==> config.mk <==
export PLATFORM = sky130hd
export DESIGN_NAME = synth_config_default_regs
export DESIGN_NICKNAME = d
export VERILOG_FILES = /design/src/hdl/synth_cfg_pkg.sv /design/src/hdl/synth_config_default_regs.sv /design/src/hdl/pin_sync.sv
export VERILOG_INCLUDE_DIRS = /design/src /design/src/hdl
export SDC_FILE = /design/constraint.sdc
export NUM_CORES = 1
export LEC_CHECK = 0
export ABC_AREA = 1
export BUFFER_PORTS_ARGS = -buffer_cell sky130_fd_sc_hd__buf_2
export CAP_MARGIN = 5
export CORE_ASPECT_RATIO = 2
export CORE_MARGIN = 2
export CORE_UTILIZATION = 48
export DETAILED_ROUTE_END_ITERATION = 16
export PLACE_DENSITY_LB_ADDON = 0.08
export RECOVER_POWER = 25
export SLEW_MARGIN = 20
export SYNTH_ARGS = -nofsm -noshare
export SYNTH_HDL_FRONTEND = slang
export SYNTH_HIERARCHICAL = 1
export SYNTH_SLANG_ARGS = --single-unit
==> constraint.sdc <==
create_clock -name clk -period 3.43 [get_ports clk]
set_input_delay 0.1715 -clock clk [delete_from_list [all_inputs] [get_ports clk]]
set_output_delay 0.1715 -clock clk [all_outputs]
set_load 0.05 [all_outputs]
==> src/hdl/synth_cfg_defs.svh <==
// constants for the synthesizer configuration register bank
// assumes inclusion by the bank module only
`ifndef SYNTH_CFG_DEFS_SVH
`define SYNTH_CFG_DEFS_SVH

`define SC_WORD_W        24
`define SC_CODE_IF_DIV   4'h6
`define SC_CODE_FASTLOCK 4'h9
`define SC_CODE_EXT_FRAC 4'hb
`define SC_CODE_TIMEOUT  4'hd
`define SC_CODE_LOCK_RST 4'hf

`define SC_IF_DIV_MIN    12'h003
`define SC_IF_DIV_MAX    12'hfff

`define SC_R3_RESET      24'h100036
`define SC_R4_RESET      24'h22c709
`define SC_R5_DEFAULT    24'h00000b
`define SC_R6_DEFAULT    24'h00000d
`define SC_R7_DEFAULT    24'h00090f

`endif

==> src/hdl/synth_cfg_pkg.sv <==
// types for the synthesizer configuration register bank
// assumes the defs header is on the include path
package synth_cfg_pkg;

  typedef struct packed {
    logic [3:0]  access;
    logic [3:0]  main_pump_gain_code;
    logic [11:0] if_ref_divider;
    logic [3:0]  register_address_code;
  } if_div_word_t;

  typedef struct packed {
    logic       auto_power_up;
    logic [4:0] fixed_hi;
    logic [1:0] spur_dither_level;
    logic [1:0] modulator_order_select;
    logic       fixed_mid;
    logic       reference_doubler_enable;
    logic       reference_output_enable;
    logic       aux_pump_polarity;
    logic       main_pump_polarity;
    logic       aux_prescaler_select;
    logic [3:0] test_lock_output_select;
    logic [3:0] register_address_code;
  } fastlock_word_t;

  typedef struct packed {
    logic [9:0] extended_fraction_denominator;
    logic [9:0] extended_fraction_numerator;
    logic [3:0] register_address_code;
  } ext_frac_word_t;

  typedef struct packed {
    logic [1:0]  cycle_slip_reduction;
    logic [3:0]  fastlock_pump_current;
    logic [13:0] fastlock_timeout_count;
    logic [3:0]  register_address_code;
  } timeout_word_t;

  typedef struct packed {
    logic [9:0] upper_bits;
    logic       lock_detect_divide_adjust;
    logic [4:0] fixed_mid;
    logic       aux_counter_reset;
    logic       main_counter_reset;
    logic       aux_pump_tristate;
    logic       main_pump_tristate;
    logic [3:0] register_address_code;
  } lock_rst_word_t;

  // pump strength in unit steps: code plus one
  function automatic logic [4:0] pump_strength(input logic [3:0] code);
    pump_strength = {1'b0, code} + 5'h01;
  endfunction : pump_strength

endpackage : synth_cfg_pkg

==> src/hdl/synth_config_default_regs.sv <==
// configuration register bank R3..R7 behind the three-wire serial port
// assumes host shifts msb first, latch rising edge commits the word
//
// Functional notes
// RULE1 - divider field twelve bits, values below three refused
// RULE2 - pump strength equals gain code plus one
// RULE3 - host always writes access bit zero one
// RULE4 - access bits one to three govern R5-R7
// RULE5 - access zero forces default, one accepts writes
// RULE6 - 24-bit word, low four bits select register
// RULE7 - host must program fastlock word every initialization
// RULE8 - fastlock word reset: dither strong, third order
// RULE9 - doubler, reference_output_enable off; polarities, prescaler set
// RULE10 - extended fraction default zero, code 1011
// RULE11 - timeout word default zero, code 1101
// RULE12 - lock word default clears resets, tristates, adjust
// RULE13 - default mode forces every bit of register
// RULE14 - host writes R0-R4, R5-R7 optional
`timescale 1ns/1ns
`default_nettype none
`include "synth_cfg_defs.svh"
module synth_config_default_regs
  import synth_cfg_pkg::*;
(
  input  wire logic           clk,
  input  wire logic           rst_n,
  input  wire logic           ser_clk,
  input  wire logic           ser_data,
  input  wire logic           ser_latch,
  output var  if_div_word_t   if_div_word,
  output logic [4:0]          pump_strength_steps,
  output var  fastlock_word_t fastlock_word,
  output var  ext_frac_word_t ext_frac_word,
  output var  timeout_word_t  timeout_word,
  output var  lock_rst_word_t lock_rst_word
);

  // ----------------------------------------
  // pin sampling and edge detection
  // ----------------------------------------
  logic [2:0] pins_s;
  logic [2:0] pins_prev_r;
  logic       clk_rise;
  logic       latch_rise;
  logic       data_s;

  pin_sync u_pin_sync (
    .clk      (clk),
    .rst_n    (rst_n),
    .async_in ({ser_latch, ser_data, ser_clk}),
    .sync_out (pins_s)
  );

  always_ff @(posedge clk or negedge rst_n) begin
    if (!rst_n) begin
      pins_prev_r <= 3'h0;
    end else begin
      pins_prev_r <= pins_s;
    end
  end

  // pins idle low and reset low: no false edge after reset
  assign clk_rise   = pins_s[0] & ~pins_prev_r[0];
  assign data_s     = pins_s[1];
  assign latch_rise = pins_s[2] & ~pins_prev_r[2];

  // ----------------------------------------
  // shift register and commit decode
  // ----------------------------------------
  logic [`SC_WORD_W-1:0] shift_r;
  logic [3:0]            word_code;
  logic [11:0]           word_div;

  always_ff @(posedge clk or negedge rst_n) begin
    if (!rst_n) begin
      shift_r <= 24'h000000;
    end else if (clk_rise) begin
      shift_r <= {shift_r[22:0], data_s};
    end
  end

  assign word_code = shift_r[3:0];   // RULE6
  assign word_div  = shift_r[15:4];

  // ----------------------------------------
  // commit decode
  // ----------------------------------------
  function automatic logic commit_hit(input logic rise, input logic [3:0] seen, input logic [3:0] want);
    commit_hit = rise && (seen == want);
  endfunction : commit_hit

  // ----------------------------------------
  // divider, gain and access word
  // ----------------------------------------
  always_ff @(posedge clk or negedge rst_n) begin
    if (!rst_n) begin
      if_div_word <= if_div_word_t'(`SC_R3_RESET);
    end else if (commit_hit(latch_rise, word_code, `SC_CODE_IF_DIV)) begin   // RULE6
      // low divider: keep old divider, other fields still land
      if (word_div < `SC_IF_DIV_MIN) begin   // RULE1
        if_div_word <= if_div_word_t'({shift_r[23:16], if_div_word.if_ref_divider, shift_r[3:0]});
      end else begin
        if_div_word <= if_div_word_t'(shift_r);
      end
    end
  end

  always_ff @(posedge clk or negedge rst_n) begin
    if (!rst_n) begin
      pump_strength_steps <= 5'h01;
    end else begin
      pump_strength_steps <= pump_strength(if_div_word.main_pump_gain_code);   // RULE2
    end
  end

  // ----------------------------------------
  // fastlock and modulator word
  // ----------------------------------------
  always_ff @(posedge clk or negedge rst_n) begin
    if (!rst_n) begin
      fastlock_word <= fastlock_word_t'(`SC_R4_RESET);   // RULE8 RULE9
    end else if (commit_hit(latch_rise, word_code, `SC_CODE_FASTLOCK)) begin
      fastlock_word <= fastlock_word_t'(shift_r);
    end
  end

  // ----------------------------------------
  // optional registers: stored and forced
  // ----------------------------------------
  logic [`SC_WORD_W-1:0] prog5_r;
  logic [`SC_WORD_W-1:0] prog6_r;
  logic [`SC_WORD_W-1:0] prog7_r;

  always_ff @(posedge clk or negedge rst_n) begin
    if (!rst_n) begin
      prog5_r <= `SC_R5_DEFAULT;
    end else if (commit_hit(latch_rise, word_code, `SC_CODE_EXT_FRAC) && if_div_word.access[1]) begin   // RULE5 RULE10
      prog5_r <= shift_r;
    end
  end

  always_ff @(posedge clk or negedge rst_n) begin
    if (!rst_n) begin
      prog6_r <= `SC_R6_DEFAULT;
    end else if (commit_hit(latch_rise, word_code, `SC_CODE_TIMEOUT) && if_div_word.access[2]) begin   // RULE5 RULE11
      prog6_r <= shift_r;
    end
  end

  always_ff @(posedge clk or negedge rst_n) begin
    if (!rst_n) begin
      prog7_r <= `SC_R7_DEFAULT;
    end else if (commit_hit(latch_rise, word_code, `SC_CODE_LOCK_RST) && if_div_word.access[3]) begin   // RULE5
      prog7_r <= shift_r;
    end
  end

  always_ff @(posedge clk or negedge rst_n) begin
    if (!rst_n) begin
      ext_frac_word <= ext_frac_word_t'(`SC_R5_DEFAULT);
      timeout_word  <= timeout_word_t'(`SC_R6_DEFAULT);
      lock_rst_word <= lock_rst_word_t'(`SC_R7_DEFAULT);
    end else begin
      ext_frac_word <= ext_frac_word_t'(if_div_word.access[1] ? prog5_r : `SC_R5_DEFAULT);   // RULE4 RULE10 RULE13
      timeout_word  <= timeout_word_t'(if_div_word.access[2] ? prog6_r : `SC_R6_DEFAULT);   // RULE4 RULE11 RULE13
      lock_rst_word <= lock_rst_word_t'(if_div_word.access[3] ? prog7_r : `SC_R7_DEFAULT);  // RULE4 RULE12 RULE13
    end
  end
endmodule : synth_config_default_regs
`default_nettype wire

==> src/hdl/pin_sync.sv <==
// two-flop synchroniser for the three serial pins
// assumes pins are asynchronous to clk
`timescale 1ns/1ns
`default_nettype none
module pin_sync (
  input  wire logic       clk,
  input  wire logic       rst_n,
  input  wire logic [2:0] async_in,
  output logic      [2:0] sync_out
);
  logic [2:0] meta_r;

  always_ff @(posedge clk or negedge rst_n) begin
    if (!rst_n) begin
      meta_r   <= 3'h0;
      sync_out <= 3'h0;
    end else begin
      meta_r   <= async_in;
      sync_out <= meta_r;
    end
  end
endmodule : pin_sync
`default_nettype wire

==> out/results.md <==
| Metric | Reported | Unit |
| --- | --- | --- |
| Area overhead of the layout relative to synthesis | 18.58 | % |
| CP endpoint kind | output port | - |
| Sw frac | 26.09 | % |
| Power share of the sequential group | 50.5 | % |
| Number of global-route vias before repair | 5094 | - |
| Area leader, netlist | sky130_fd_sc_hd__dfrtp_1 | - |
| Count of fill cells added during filler insertion | 1530 | - |
| Post-route total power | 5.786 | mW |
| Total overflow reported by the global router | 0 | - |
| Reported max-cap violation count | 0 | - |
| Routed wire length | 15470 | µm |
| Total die area | 17900 | µm² |
| Post-layout worst setup margin | 958.9 | ps |
| Sequential cell area | 5779 | µm² |
| Time the worst path needs with I/O delays and setup | 2471 | ps |
| Count of final hold-check violations | 0 | - |
| Horizontal extent of the die | 95.60 | µm |
| Yosys warning count | 6 | - |
| Largest vdd supply drop | 0.0006002 | V |
| Worst Path Class, Setup | reg -> out | - |
| Pins Over Slew Limit | 0 | - |
| Synthesis-stage register bit count | 229 | - |
| I/O Pins | 130 | - |
| Worst hold slack after final layout | 290.0 | ps |
| Final sum of negative setup slack | 0 | ps |
| Routed via count | 5197 | - |
| Number of standard cells after synthesis | 754 | - |
| Data required time of the critical path | 3260 | ps |
| Most frequent standard cell in the layout excluding fill and tap cells | sky130_fd_sc_hd__nand2_1 | - |
| Overall track demand over capacity in global routing | 18.19 | % |
| Iteration count of the initial detailed-routing pass | 4 | - |
| CORE AREA | 16600 | µm² |
| Clock root buffer | sky130_fd_sc_hd__clkbuf_16 | - |
| Number of distinct standard cells referenced by the synthesized netlist | 25 | - |
| Highest Clock Rate | 404.7 | MHz |
| Adder-cell area share of the yosys netlist | 0.1553 | % |
| Chip height | 187.2 | µm |
| Global-route wire length before repair | 26050 | µm |
| Vias per cell | 4.707 | - |
| Number of antenna diodes | 0 | - |
| Final worst-path cycle share | 72.04 | % |
| Violation count after the first detailed-route iteration | 314 | - |
| Detailed placer's ending HPWL | 10010 | µm |
| Multiplexer area fraction after synthesis | 0 | % |
| Setup repair after global routing missed its margin | no | - |
| Area of the multi-input gates | 1683 | µm² |
| Clock share of power | 39.0 | % |
| Count of input and output buffers | 129 | - |
| Sw Pwr | 1.509 | mW |
| Worst slack at placement | 1288 | ps |
| FP Rows | 67 | - |
| CTS max path bufs | 3 | - |
| Number of antenna violations at the first check in global routing | 0 | - |
| Number of buffers created by CTS | 20 | - |
| Register area share after synthesis | 71.75 | % |
| H-Tree Level Count | 1 | - |
| Run status | finished clean | - |
| Largest stage delay on the critical path | 1010 | ps |
| Cts repair resizes | 0 | - |
| Part of the total power dissipated in combinational logic | 10.5 | % |
| Cell Pwr Density | 605.7 | nW/µm² |
| DRC violation count after routing | 0 | - |
| Combinational family with the most area after synthesis | simple AND/OR/NAND/NOR gates | - |
| Post-route antenna net violation count | 0 | - |
| Post-CTS Repair Setup Buffers | 0 | - |
| Relative slew slack | 9.037 | % |
| P_leak | 5.318 | nW |
| Area share of the leading cell type in the synthesized netlist | 59.02 | % |
| # hold bufs at CTS | 4 | - |
| Cell-internal power | 4.276 | mW |
| Clock tree sinks | 229 | - |
| Netlist Area Pre-Place | 8055 | µm² |
| List of cells traversed by the critical path | clkbuf_1, buf_2 | - |
| Count of final setup violators | 0 | - |
| Xor and xnor fraction of the mapped netlist area | 0.2175 | % |
| Mean routed wirelength per cell | 14.01 | µm |
| Simple-gate area share of the yosys netlist | 13.47 | % |
| Highest-delay cell along the critical path | sky130_fd_sc_hd__clkbuf_1 | - |
| Nature of the critical path startpoint | flop | - |
| Largest fanout of any net on the critical path | 26 | - |
| Synth area leaders | sky130_fd_sc_hd__dfrtp_1, sky130_fd_sc_hd__dfstp_2, sky130_fd_sc_hd__nand2_1, sky130_fd_sc_hd__inv_1, sky130_fd_sc_hd__o21ai_1 | - |
| Leading cell types in the layout, fill and taps excluded | sky130_fd_sc_hd__nand2_1, sky130_fd_sc_hd__dfrtp_1, sky130_fd_sc_hd__buf_2, sky130_fd_sc_hd__inv_1, sky130_fd_sc_hd__o21ai_1 | - |
| Starting Density | 48.53 | % |
| Proportion of layout cells with a drive suffix above 1 | 24.41 | % |
| Clock-pin slew of the registers on the worst-case setup and hold paths | 60 | ps |
| Routability cong. | 0.7122 | - |
| Arrival time of data at the critical path endpoint | 2300 | ps |
| Hold WC Path Type | in -> async | - |
| Clock skew after layout | 18.67 | ps |
| Least-Margin Pin Slew | 1364 | ps |
| Share of the synthesized area in compound gates (AO/OA/AOI/OAI) | 7.052 | % |
| Skew-Pair Late Insertion Delay | 490 | ps |
| Layout Nets | 889 | - |
| Maximum number of pins on one net before global-route repair | 105 | - |
| TritonCTS clock tree | yes | - |
| Net count after synthesis | 760 | - |
| Synthesized area divided by synthesized cell count | 10.68 | µm² |
-- final timing paths --
path	from	to	slack, ps	cells past startpoint
max in group asynchronous	rst_n	timeout_word[3]	2150	3
min	rst_n	ext_frac_word[9]	290	2
min reg2reg	u_pin_sync/meta_r[2]	u_pin_sync/sync_out[2]	330	0
max	if_div_word[21]	if_div_word[21]	960	2
max reg2reg	pins_prev_r[2]	prog7_r[22]	1290	6
min in group clk	ser_latch	u_pin_sync/meta_r[2]	330	2
-- cells in the mapped netlist (all sizes together) --
cell	number
inv	107
buf	22
nand4	1
or2	4
a21oi	2
nand2	236
xor2	2
o21ai	110
and2	1
a21boi	1
nand3	14
dfrtp	190
nor3	3
nor2	9
clkbuf	12
dfstp	39
ha	1
-- layer usage --
metal / track usage [%] / routed length (µm)
met1: 26.71 / 7086
met5: 0 / 0
met3: 2.619 / 792
met4: 4.560 / 252
met2: 28.70 / 7340
-- flip-flops by register name, summed over array words and instances (netlist names) --
| name | cells |
|---|---|
| prog5_r | 24 |
| u_pin_sync/meta_r | 3 |
| if_div_word | 24 |
| u_pin_sync/sync_out | 3 |
| ext_frac_word | 24 |
| fastlock_word | 24 |
| prog6_r | 24 |
| lock_rst_word | 24 |
| timeout_word | 24 |
| pump_strength_steps | 5 |
| pins_prev_r | 2 |
| shift_r | 24 |
| prog7_r | 24 |
-- layout make-up --
class | count | share of cell area [%]
repair buffers | 141 | 7.964
clock buffers | 32 | 6.458
clock inverters | 4 | 0.5371
multi-input cells | 384 | 17.62
flip-flops and latches | 229 | 60.51
well taps | 207 | 2.712
inverters | 107 | 4.205
-- through the flow --
step | instance area, µm² | cells | utilization (%)
3_5_place_dp | 8851 | 1064 | 53.32
5_1_grt | 9552 | 1104 | 57.55
4_1_cts | 9559 | 1104 | 57.59
3_3_place_gp | 8851 | 1064 | 53.32
2_1_floorplan | 8055 | 754 | -
6_report | 9552 | 1104 | 57.55
-- critical path: cells and delay by family (launching register included) --
kind     cells  cell delay [ps]
flops        1              370
buf+inv      2             1450
-- cells by family after synthesis --
logic type | count (synthesis)
DFF | 229
adders and majority gates | 1
xor gates and xnor gates | 2
buffers and inverters | 141
AOI/OAI and AO/OA | 113
and+or+nand+nor | 268
-- power groups by stage --
stage / sequential, mW / clock [mW] / combinational [mW]
6_report: 2.92 / 2.26 / 0.608
5_1_grt: 2.94 / 2.42 / 0.672
4_1_cts: 2.92 / 2.32 / 0.622
3_5_place_dp: 2.97 / 0 / 0.617
3_3_place_gp: 2.96 / 0 / 0.612
2_1_floorplan: 3.18 / 0 / 0.196
(Power assumes the default switching activity.)
